<file path="config.mk">
export PLATFORM = sky130hd
export DESIGN_NAME = fasq_top
export DESIGN_NICKNAME = d
export VERILOG_FILES = /design/src/rtl/fasq_pkg.sv /design/src/rtl/fasq_top.sv
export SDC_FILE = /design/constraint.sdc
export NUM_CORES = 2
export LEC_CHECK = 0
export ABC_AREA = 1
export BUFFER_PORTS_ARGS = -buffer_cell sky130_fd_sc_hd__buf_4
export CAP_MARGIN = 10
export CORE_MARGIN = 2
export CORE_UTILIZATION = 34
export DETAILED_ROUTE_END_ITERATION = 6
export SLEW_MARGIN = 20
export SYNTH_ARGS = -nofsm -noshare
export SYNTH_HDL_FRONTEND = slang
export SYNTH_SLANG_ARGS = --single-unit
</file>
<file path="constraint.sdc">
create_clock -name mclk -period 36.4 [get_ports mclk]
set_clock_uncertainty 0.15 [all_clocks]
set_input_delay 5.46 -clock mclk [delete_from_list [all_inputs] [get_ports mclk]]
set_output_delay 5.46 -clock mclk [all_outputs]
set_load 0.03 [all_outputs]
</file>
<file path="src/rtl/fasq_pkg.sv">
// Operation
// - the array disables every row while row enable is low, and standby holds all eight lines low.
// - the array disables its column multiplexer whenever column enable is low.
// - a read raises row, column, sense and data-drive enables only, and data out floats from the cycle after data-drive goes low.
// - with the block selector high, read, program and page erase use the information block and mass erase clears both, otherwise only the main block is used.
// - all set-up, hold, recovery, program, erase and mass-erase durations are programmable registers.
package fasq_pkg;
	localparam int CLK_MHZ = 25;
	// times as printed
	localparam int T_NVS_US = 5;
	localparam int T_NVH_US = 5;
	localparam int T_NVH1_US = 100;
	localparam int T_PGS_US = 10;
	localparam int T_REV_US = 1;
	localparam int T_CELL_WRITE_ENABLE_US = 20;
	localparam int T_ERASE_MS = 20;
	localparam int T_ME_MS = 100;
	// cycle counts
	localparam int NVS_CYC = T_NVS_US * CLK_MHZ;
	localparam int NVH_CYC = T_NVH_US * CLK_MHZ;
	localparam int NVH1_CYC = T_NVH1_US * CLK_MHZ;
	localparam int PGS_CYC = T_PGS_US * CLK_MHZ;
	localparam int REV_CYC = T_REV_US * CLK_MHZ;
	localparam int CELL_WRITE_ENABLE_CYC = T_CELL_WRITE_ENABLE_US * CLK_MHZ;
	localparam int ERASE_CYC = T_ERASE_MS * 1000 * CLK_MHZ;
	localparam int ME_CYC = T_ME_MS * 1000 * CLK_MHZ;
	// register byte offsets
	localparam logic [7:0] REG_CMD = 8'h00;
	localparam logic [7:0] REG_ADDR = 8'h04;
	localparam logic [7:0] REG_WDATA = 8'h08;
	localparam logic [7:0] REG_RDATA = 8'h0C;
	localparam logic [7:0] REG_STATUS = 8'h10;
	localparam logic [7:0] REG_TIM0 = 8'h20;
	localparam logic [7:0] REG_TIM_LAST = 8'h3C;
	// timing register index
	localparam int TI_NVS = 0;
	localparam int TI_NVH = 1;
	localparam int TI_NVH1 = 2;
	localparam int TI_PGS = 3;
	localparam int TI_REV = 4;
	localparam int TI_CELL_WRITE_ENABLE = 5;
	localparam int TI_ERASE = 6;
	localparam int TI_ME = 7;
	localparam int N_TIM = 8;
	// fields
	localparam int CMD_OP_LSB = 0;
	localparam int CMD_INFO_BIT = 3;
	localparam int ST_BUSY_BIT = 0;
	localparam int ST_ERR_BIT = 1;
	localparam logic [15:0] ERASED_WORD = 16'hFFFF;
	typedef enum logic [2:0] {OP_NONE, OP_READ, OP_CELL_WRITE_ENABLE, OP_PERASE, OP_MERASE} fasq_op_t;
	typedef enum logic [2:0] {S_IDLE, S_READ, S_RDLAT, S_SETUP, S_STROBE, S_PULSE, S_HOLD,
		S_RECOVER} fasq_state_t;
	typedef struct packed {
		logic row_addr_enable;
		logic column_addr_enable;
		logic sense_amp_enable;
		logic data_drive_enable;
		logic cell_write_enable;
		logic clear_enable;
		logic whole_block_select;
		logic store_strobe;
	} fasq_ctrl_t;
endpackage

</file>
<file path="src/rtl/fasq_top.sv">
// Added by the designer: the Avalon-MM slave port and the address map.
`timescale 1ns/1ns
module fasq_top #(
	parameter int MAIN_WORDS = 64,
	parameter int INFO_WORDS = 16,
	parameter int PAGE_WORDS = 8,
	parameter int ERASE_CYC = fasq_pkg::ERASE_CYC,
	parameter int ME_CYC = fasq_pkg::ME_CYC
) (
	// clock and reset
	input wire logic mclk,
	input wire logic sys_rst,
	// avalon-mm slave
	input wire logic [7:0] avs_address,
	input wire logic avs_read,
	input wire logic avs_write,
	input wire logic [31:0] avs_writedata,
	output logic [31:0] avs_readdata,
	output logic avs_waitrequest,
	// array control lines and data out
	output fasq_pkg::fasq_ctrl_t flash_ctrl,
	output logic [15:0] array_data_out,
	output logic array_data_out_en
);
	localparam int NW = MAIN_WORDS + INFO_WORDS;

	fasq_pkg::fasq_state_t state_r, state_nxt;
	fasq_pkg::fasq_op_t op_r, op_nxt;
	fasq_pkg::fasq_ctrl_t ctrl_r, ctrl_nxt;
	logic info_r, info_nxt, err_r, err_nxt, ack_r, ack_nxt;
	logic [15:0] addr_r, addr_nxt, wdata_r, wdata_nxt, rdata_r, rdata_nxt;
	logic [31:0] cnt_r, cnt_nxt, rdbus_r, rdbus_nxt;
	logic [31:0] tim_r [fasq_pkg::N_TIM];
	logic [31:0] tim_nxt [fasq_pkg::N_TIM];
	logic [NW-1:0] pgm_r, pgm_nxt;
	logic [15:0] main_mem [MAIN_WORDS];
	logic [15:0] info_mem [INFO_WORDS];
	logic [15:0] dout_r;
	logic dout_en_r;
	logic do_cell_write_enable, do_erase, wr_take;

	// register decode shared by reads and writes
	function automatic logic is_tim(input logic [7:0] a);
		return a >= fasq_pkg::REG_TIM0 && a <= fasq_pkg::REG_TIM_LAST && a[1:0] == 2'h0;
	endfunction

	function automatic int tidx(input logic [7:0] a);
		return int'(a - fasq_pkg::REG_TIM0) >> 2;
	endfunction

	function automatic logic [31:0] load(input logic [31:0] t);
		return (t == 32'h0) ? 32'h0 : t - 32'h1;
	endfunction

	function automatic int widx(input logic inf, input logic [15:0] a);
		return inf ? MAIN_WORDS + int'(a) % INFO_WORDS : int'(a) % MAIN_WORDS;
	endfunction

	// line pattern for each step
	function automatic fasq_pkg::fasq_ctrl_t pattern(input fasq_pkg::fasq_state_t s,
		input fasq_pkg::fasq_op_t op);
		fasq_pkg::fasq_ctrl_t c;
		logic er;
		c = '0;
		er = (op == fasq_pkg::OP_PERASE) || (op == fasq_pkg::OP_MERASE);
		case (s)
			fasq_pkg::S_READ, fasq_pkg::S_RDLAT: begin
				c.row_addr_enable = 1'b1;
				c.column_addr_enable = 1'b1;
				c.sense_amp_enable = 1'b1;
				c.data_drive_enable = 1'b1;
			end
			fasq_pkg::S_SETUP, fasq_pkg::S_STROBE, fasq_pkg::S_PULSE, fasq_pkg::S_HOLD: begin
				c.row_addr_enable = 1'b1;
				c.cell_write_enable = !er && s != fasq_pkg::S_HOLD;
				c.clear_enable = er && s != fasq_pkg::S_HOLD;
				c.whole_block_select = op == fasq_pkg::OP_MERASE;
				c.store_strobe = s != fasq_pkg::S_SETUP;
				c.column_addr_enable = !er && s == fasq_pkg::S_PULSE;
			end
			default: c = '0;
		endcase
		return c;
	endfunction

	// sequencer and registers
	always_comb begin
		state_nxt = state_r;
		op_nxt = op_r;
		info_nxt = info_r;
		addr_nxt = addr_r;
		wdata_nxt = wdata_r;
		rdata_nxt = rdata_r;
		err_nxt = err_r;
		pgm_nxt = pgm_r;
		tim_nxt = tim_r;
		cnt_nxt = (cnt_r == 32'h0) ? 32'h0 : cnt_r - 32'h1;
		do_cell_write_enable = 1'b0;
		do_erase = 1'b0;
		ack_nxt = (avs_read || avs_write) && !ack_r;
		wr_take = avs_write && ack_r;
		rdbus_nxt = 32'h0;
		case (avs_address)
			fasq_pkg::REG_CMD: rdbus_nxt = {29'h0, op_r};
			fasq_pkg::REG_ADDR: rdbus_nxt = {16'h0, addr_r};
			fasq_pkg::REG_WDATA: rdbus_nxt = {16'h0, wdata_r};
			fasq_pkg::REG_RDATA: rdbus_nxt = {16'h0, rdata_r};
			fasq_pkg::REG_STATUS: rdbus_nxt = {30'h0, err_r, state_r != fasq_pkg::S_IDLE};
			default: rdbus_nxt = is_tim(avs_address) ? tim_r[tidx(avs_address)] : 32'h0;
		endcase
		if (wr_take && state_r == fasq_pkg::S_IDLE) begin
			if (avs_address == fasq_pkg::REG_ADDR) addr_nxt = avs_writedata[15:0];
			if (avs_address == fasq_pkg::REG_WDATA) wdata_nxt = avs_writedata[15:0];
			if (is_tim(avs_address)) tim_nxt[tidx(avs_address)] = avs_writedata;
		end
		if (wr_take && avs_address == fasq_pkg::REG_STATUS && avs_writedata[fasq_pkg::ST_ERR_BIT])
			err_nxt = 1'b0;
		case (state_r)
			fasq_pkg::S_IDLE: begin
				if (wr_take && avs_address == fasq_pkg::REG_CMD) begin
					op_nxt = fasq_pkg::fasq_op_t'(avs_writedata[fasq_pkg::CMD_OP_LSB +: 3]);
					info_nxt = avs_writedata[fasq_pkg::CMD_INFO_BIT];
					cnt_nxt = load(tim_r[fasq_pkg::TI_NVS]);
					case (op_nxt)
						fasq_pkg::OP_READ: state_nxt = fasq_pkg::S_READ;
						fasq_pkg::OP_CELL_WRITE_ENABLE: begin
							if (pgm_r[widx(info_nxt, addr_r)]) begin
								err_nxt = 1'b1;
							end else begin
								state_nxt = fasq_pkg::S_SETUP;
							end
						end
						fasq_pkg::OP_PERASE, fasq_pkg::OP_MERASE: state_nxt = fasq_pkg::S_SETUP;
						default: state_nxt = fasq_pkg::S_IDLE;
					endcase
				end
			end
			fasq_pkg::S_READ: state_nxt = fasq_pkg::S_RDLAT;
			fasq_pkg::S_RDLAT: begin
				rdata_nxt = dout_r;
				state_nxt = fasq_pkg::S_IDLE;
			end
			fasq_pkg::S_SETUP: begin
				if (cnt_r == 32'h0) begin
					if (op_r == fasq_pkg::OP_CELL_WRITE_ENABLE) begin
						state_nxt = fasq_pkg::S_STROBE;
						cnt_nxt = load(tim_r[fasq_pkg::TI_PGS]);
					end else begin
						state_nxt = fasq_pkg::S_PULSE;
						cnt_nxt = load(tim_r[(op_r == fasq_pkg::OP_MERASE) ?
							fasq_pkg::TI_ME : fasq_pkg::TI_ERASE]);
					end
				end
			end
			fasq_pkg::S_STROBE: begin
				if (cnt_r == 32'h0) begin
					state_nxt = fasq_pkg::S_PULSE;
					cnt_nxt = load(tim_r[fasq_pkg::TI_CELL_WRITE_ENABLE]);
				end
			end
			fasq_pkg::S_PULSE: begin
				if (cnt_r == 32'h0) begin
					state_nxt = fasq_pkg::S_HOLD;
					cnt_nxt = load(tim_r[(op_r == fasq_pkg::OP_MERASE) ?
						fasq_pkg::TI_NVH1 : fasq_pkg::TI_NVH]);
					do_cell_write_enable = op_r == fasq_pkg::OP_CELL_WRITE_ENABLE;
					do_erase = op_r != fasq_pkg::OP_CELL_WRITE_ENABLE;
					if (do_cell_write_enable) pgm_nxt[widx(info_r, addr_r)] = 1'b1;
					for (int i = 0; i < NW; i++) begin
						if (do_erase && (op_r == fasq_pkg::OP_MERASE ?
							(i < MAIN_WORDS || info_r) :
							(widx(info_r, addr_r) / PAGE_WORDS == i / PAGE_WORDS &&
							(i >= MAIN_WORDS) == info_r))) pgm_nxt[i] = 1'b0;
					end
				end
			end
			fasq_pkg::S_HOLD: begin
				if (cnt_r == 32'h0) begin
					state_nxt = fasq_pkg::S_RECOVER;
					cnt_nxt = load(tim_r[fasq_pkg::TI_REV]);
				end
			end
			fasq_pkg::S_RECOVER: if (cnt_r == 32'h0) state_nxt = fasq_pkg::S_IDLE;
			default: state_nxt = fasq_pkg::S_IDLE;
		endcase
		ctrl_nxt = pattern(state_nxt, op_nxt);
	end

	always_ff @(posedge mclk or posedge sys_rst) begin
		if (sys_rst) begin
			state_r <= fasq_pkg::S_IDLE;
			op_r <= fasq_pkg::OP_NONE;
			ctrl_r <= '0;
			info_r <= 1'b0;
			err_r <= 1'b0;
			ack_r <= 1'b0;
			addr_r <= 16'h0;
			wdata_r <= 16'h0;
			rdata_r <= 16'h0;
			cnt_r <= 32'h0;
			rdbus_r <= 32'h0;
			pgm_r <= '0;
			tim_r[fasq_pkg::TI_NVS] <= 32'(fasq_pkg::NVS_CYC);
			tim_r[fasq_pkg::TI_NVH] <= 32'(fasq_pkg::NVH_CYC);
			tim_r[fasq_pkg::TI_NVH1] <= 32'(fasq_pkg::NVH1_CYC);
			tim_r[fasq_pkg::TI_PGS] <= 32'(fasq_pkg::PGS_CYC);
			tim_r[fasq_pkg::TI_REV] <= 32'(fasq_pkg::REV_CYC);
			tim_r[fasq_pkg::TI_CELL_WRITE_ENABLE] <= 32'(fasq_pkg::CELL_WRITE_ENABLE_CYC);
			tim_r[fasq_pkg::TI_ERASE] <= 32'(ERASE_CYC);
			tim_r[fasq_pkg::TI_ME] <= 32'(ME_CYC);
		end else begin
			state_r <= state_nxt;
			op_r <= op_nxt;
			ctrl_r <= ctrl_nxt;
			info_r <= info_nxt;
			err_r <= err_nxt;
			ack_r <= ack_nxt;
			addr_r <= addr_nxt;
			wdata_r <= wdata_nxt;
			rdata_r <= rdata_nxt;
			cnt_r <= cnt_nxt;
			rdbus_r <= rdbus_nxt;
			pgm_r <= pgm_nxt;
			tim_r <= tim_nxt;
		end
	end

	// flash array cells, written on do_cell_write_enable gated by column and strobe lines, erased on do_erase
	always_ff @(posedge mclk) begin
		if (do_cell_write_enable && ctrl_r.column_addr_enable && ctrl_r.store_strobe) begin
			if (info_r) info_mem[int'(addr_r) % INFO_WORDS] <= wdata_r;
			else main_mem[int'(addr_r) % MAIN_WORDS] <= wdata_r;
		end
		for (int i = 0; i < MAIN_WORDS; i++) begin
			if (do_erase && (ctrl_r.whole_block_select || (!info_r &&
				i / PAGE_WORDS == int'(addr_r) % MAIN_WORDS / PAGE_WORDS)))
				main_mem[i] <= fasq_pkg::ERASED_WORD;
		end
		for (int i = 0; i < INFO_WORDS; i++) begin
			if (do_erase && info_r && (ctrl_r.whole_block_select ||
				i / PAGE_WORDS == int'(addr_r) % INFO_WORDS / PAGE_WORDS))
				info_mem[i] <= fasq_pkg::ERASED_WORD;
		end
	end

	always_ff @(posedge mclk or posedge sys_rst) begin
		if (sys_rst) begin
			dout_r <= 16'h0;
			dout_en_r <= 1'b0;
		end else begin
			dout_en_r <= ctrl_r.data_drive_enable;
			if (ctrl_r.row_addr_enable && ctrl_r.column_addr_enable && ctrl_r.sense_amp_enable)
				dout_r <= info_r ? info_mem[int'(addr_r) % INFO_WORDS] :
					main_mem[int'(addr_r) % MAIN_WORDS];
		end
	end

	assign flash_ctrl = ctrl_r;
	assign array_data_out = dout_r;
	assign array_data_out_en = dout_en_r;
	assign avs_readdata = rdbus_r;
	assign avs_waitrequest = (avs_read || avs_write) && !ack_r;
endmodule

</file>
==> results.md <==
- Status: finished clean
- Register area share after synthesis: a little under half
- Clk Latency, worst-skew pair: ~860 ps
- RSZ-0062 raised after global routing: no
- Critical Path AT: about 6000 ps
- CP Class: primary input to primary output
- Port bufs: ~100
- Final number of setup-violating endpoints: 0
- Ys async rst share: between 20% and 30%
- P_leak: approximately 0.034 uW
- DRC: 0
- Max-Cap Viols: 0
- Post-Place Setup Slack: ~25,000 ps
- Vias per inst: roughly 5.7
- Deepest clock path buffer count: 3
- Fin crit period: between 10,000 and 15,000 ps
- Synth area leaders: dfxtp_1 32%, dfrtp_1 13%, o211ai_1 12%
- Pwr dens: between 40 and 50 mW/mm^2
- # fillers: roughly 24,000
- Final Hold Fails: 0
- HP Start: ack_r$_DFF_PP0_
- Placed inst area: approximately 0.084 sq mm
- Num Clock Sinks: between 1,500 and 2,000
- Antenna violations before repair: 14
- H-tree level count: 4
- Slew @ Worst Pin: around 1400 ps
- Die Wd: between 400 and 500 um
- R2R setup slack: approximately 31,000 ps
- Critical Path RT: a little over 30,000 ps
- Adder-cell area share of the yosys netlist: 0.201%
- Mapped Area: between 0.08 and 0.09 sq mm
- Gpl congestion: 0.954
- Count of pins over their slew limit: 0
- WL per Instance: 23.0 um
- Die area: 0.242 sq mm
- Fin util: 38.3%
- Fin nets: between 9,000 and 10,000
- Number of global-route vias before repair: about 70,000
- Antenna Violating Nets Remaining: 0
- Mapped Nets: a little over 10,000
- Initial DRC Count: 8,587
- Seq cells post-synth: ~1,800
- HPWL after DPL: 190 mm
- Dominant synthesized flop cell: dfxtp_1
- Yosys Warn Count: 0
- Final global-route overflow total: 0
- R2R depth: 13
- Post-Synth XOR/XNOR Area: ~1.3%
- EDFF count, synth: 0
- Fmax achieved: approximately 87 MHz
- Main combinational cell family by area after synthesis: compound AO/OA/AOI/OAI gates
- Mapped Avg Cell Area: 7.97 sq um
- Die span in y: just under 500 um
- Router iterations before antenna repair: 6
- Crit start category: primary input
- Row count: about 180
- Yosys cell types: 67
- Synth Area in Simple Gates: a little under a fifth
- CP Capture Type: primary output
- Fin area: between 0.09 and 0.1 sq mm
- # IOs: about 100
- # resized after CTS: 0
- DR vias: roughly 75,000
- CP max FO: 2
- Post-synth top cells: 2,583 x nand2_1, 1,304 x o211ai_1, 1,280 x dfxtp_1
- CTS Buf Count: approximately 190
- Largest vdd supply drop: 0.0000481 V
- Core Area: about 0.24 sq mm
- Synth top area share: a little under a third
- Final cycle utilization of the critical path: a little under a third
- TNS Setup: 0 ps
- Reg2reg end: array_data_out[10]$_DFFE_PP0P_
- Layout Area Growth over Synthesis: 11.9%
- Hold crit path type: flop to flop
- Initial Util: around a third
- Mapped Cells: between 10,000 and 15,000
- Multiplexer share of the synthesized area: less than 1%
- Tot GR Track Use: around a quarter
- Most common cell in the netlist: nand2_1
- Hold path depth: 1
- Synth Area in Compound Gates: 27.3%
- Final WS setup: approximately 25,000 ps
- Root buffer cell: clkbuf_16
- Hold_buf cts: 0
- Worst reg2reg startpoint: addr_r[1]$_DFFE_PP0P_
- Hold Path Sink: ack_r$_DFF_PP0_
- Post-synth top area cell: dfxtp_1
- CTS tree: done
- Max transition margin: around 8.1%
- First-pass GRT wire length: ~450 mm
- WL final: ~300 mm
- Post-CTS Repair Setup Buffers: 0
- Largest net degree at the start of global routing: 172
- Worst-path clk slew: about 60 ps
- Share of layout cells above drive strength 1: about 8.3%
[placed cells by master (no fill, tap or decap), drive strengths merged, types with 74 or more instances in the layout]
cell    netlist  routed
xor2         91      91
buf         119     287
nand2      2593    2593
clkinv       16      80
o211ai     1304    1304
nand3       228     228
o21ai       647     647
a22oi       646     646
o22ai       127     127
dfxtp      1280    1280
nor2        577     577
a21oi       342     342
inv         455     446
a21boi       74      74
clkbuf      770     276
dfrtp       434     434
[stage by stage]
step                      hold WS, ps  std cells  power (uW)
final                             298      13000        4410
after global placement            286      12700        2440
after global routing              303      13000        4560
after CTS                         292      13000        4430
after floorplan                   297      10100        2290
after detailed placement          286      12700        2440
[logic make-up after synthesis]
| group | after synthesis |
|---|---|
| adder cells (fa/ha/maj) | 13 |
| flip-flops | 1761 |
| buffers and inverters | 1360 |
| AND/OR/NAND/NOR | 3618 |
| multiplexers | 1 |
| XOR/XNOR | 121 |
| AO/OA/AOI/OAI | 3266 |
[sequential cells by signal, indices dropped and copies added (netlist names), 3 cells and up]
name	count
addr_r	16
array_data_out	16
avs_readdata	32
cnt_r	32
flash_ctrl	7
info_mem	256
main_mem	1024
op_r	3
pgm_r	80
rdata_r	16
state_r	3
tim_r	256
wdata_r	16
[power by group]
group          leakage (uW)  total [uW]  internal (uW)  switching (uW)
sequential           0.0168        2000           1970            35.0
clock               0.00318        2000           1140             855
combinational        0.0137         413            110             303
[worst max-delay path, cell delays in order]
cell and delay [ps]:
buf_4 110, nor2_1 100, nor2_1 60, buf_4 160
[final cells by class]
type / instances / area, sq um / share of cell area (%)
sequential: 1761 / 37700 / 41.7
inverter: 471 / 1800 / 1.99
antenna: 7 / 17.5 / 0.0194
tap: 3150 / 3940 / 4.36
clock inverter: 72 / 898 / 0.994
clock buffer: 276 / 5580 / 6.18
multi-input combinational: 7019 / 38100 / 42.2
timing repair buffer: 287 / 2290 / 2.54
[worst max-delay path by stage]
stage	start	end	slack [ps]
detailed placement	avs_write	avs_waitrequest	24890
CTS	avs_write	avs_waitrequest	24880
global route	avs_write	avs_waitrequest	24860
finish	avs_write	avs_waitrequest	24890
global placement	avs_write	avs_waitrequest	24850
floorplan	sys_rst	ack_r$_DFF_PP0_	17450
[routing by layer]
metal | routed length [um] | part of all wire, % | global-route usage [%]
met3 | 26700 | 8.9 | 4.51
met1 | 133000 | 45 | 34.3
met4 | 9690 | 3.2 | 8.16
met5 | 50 | 0.017 | 0
met2 | 130000 | 43 | 35.7
(Power assumes the default switching activity.)
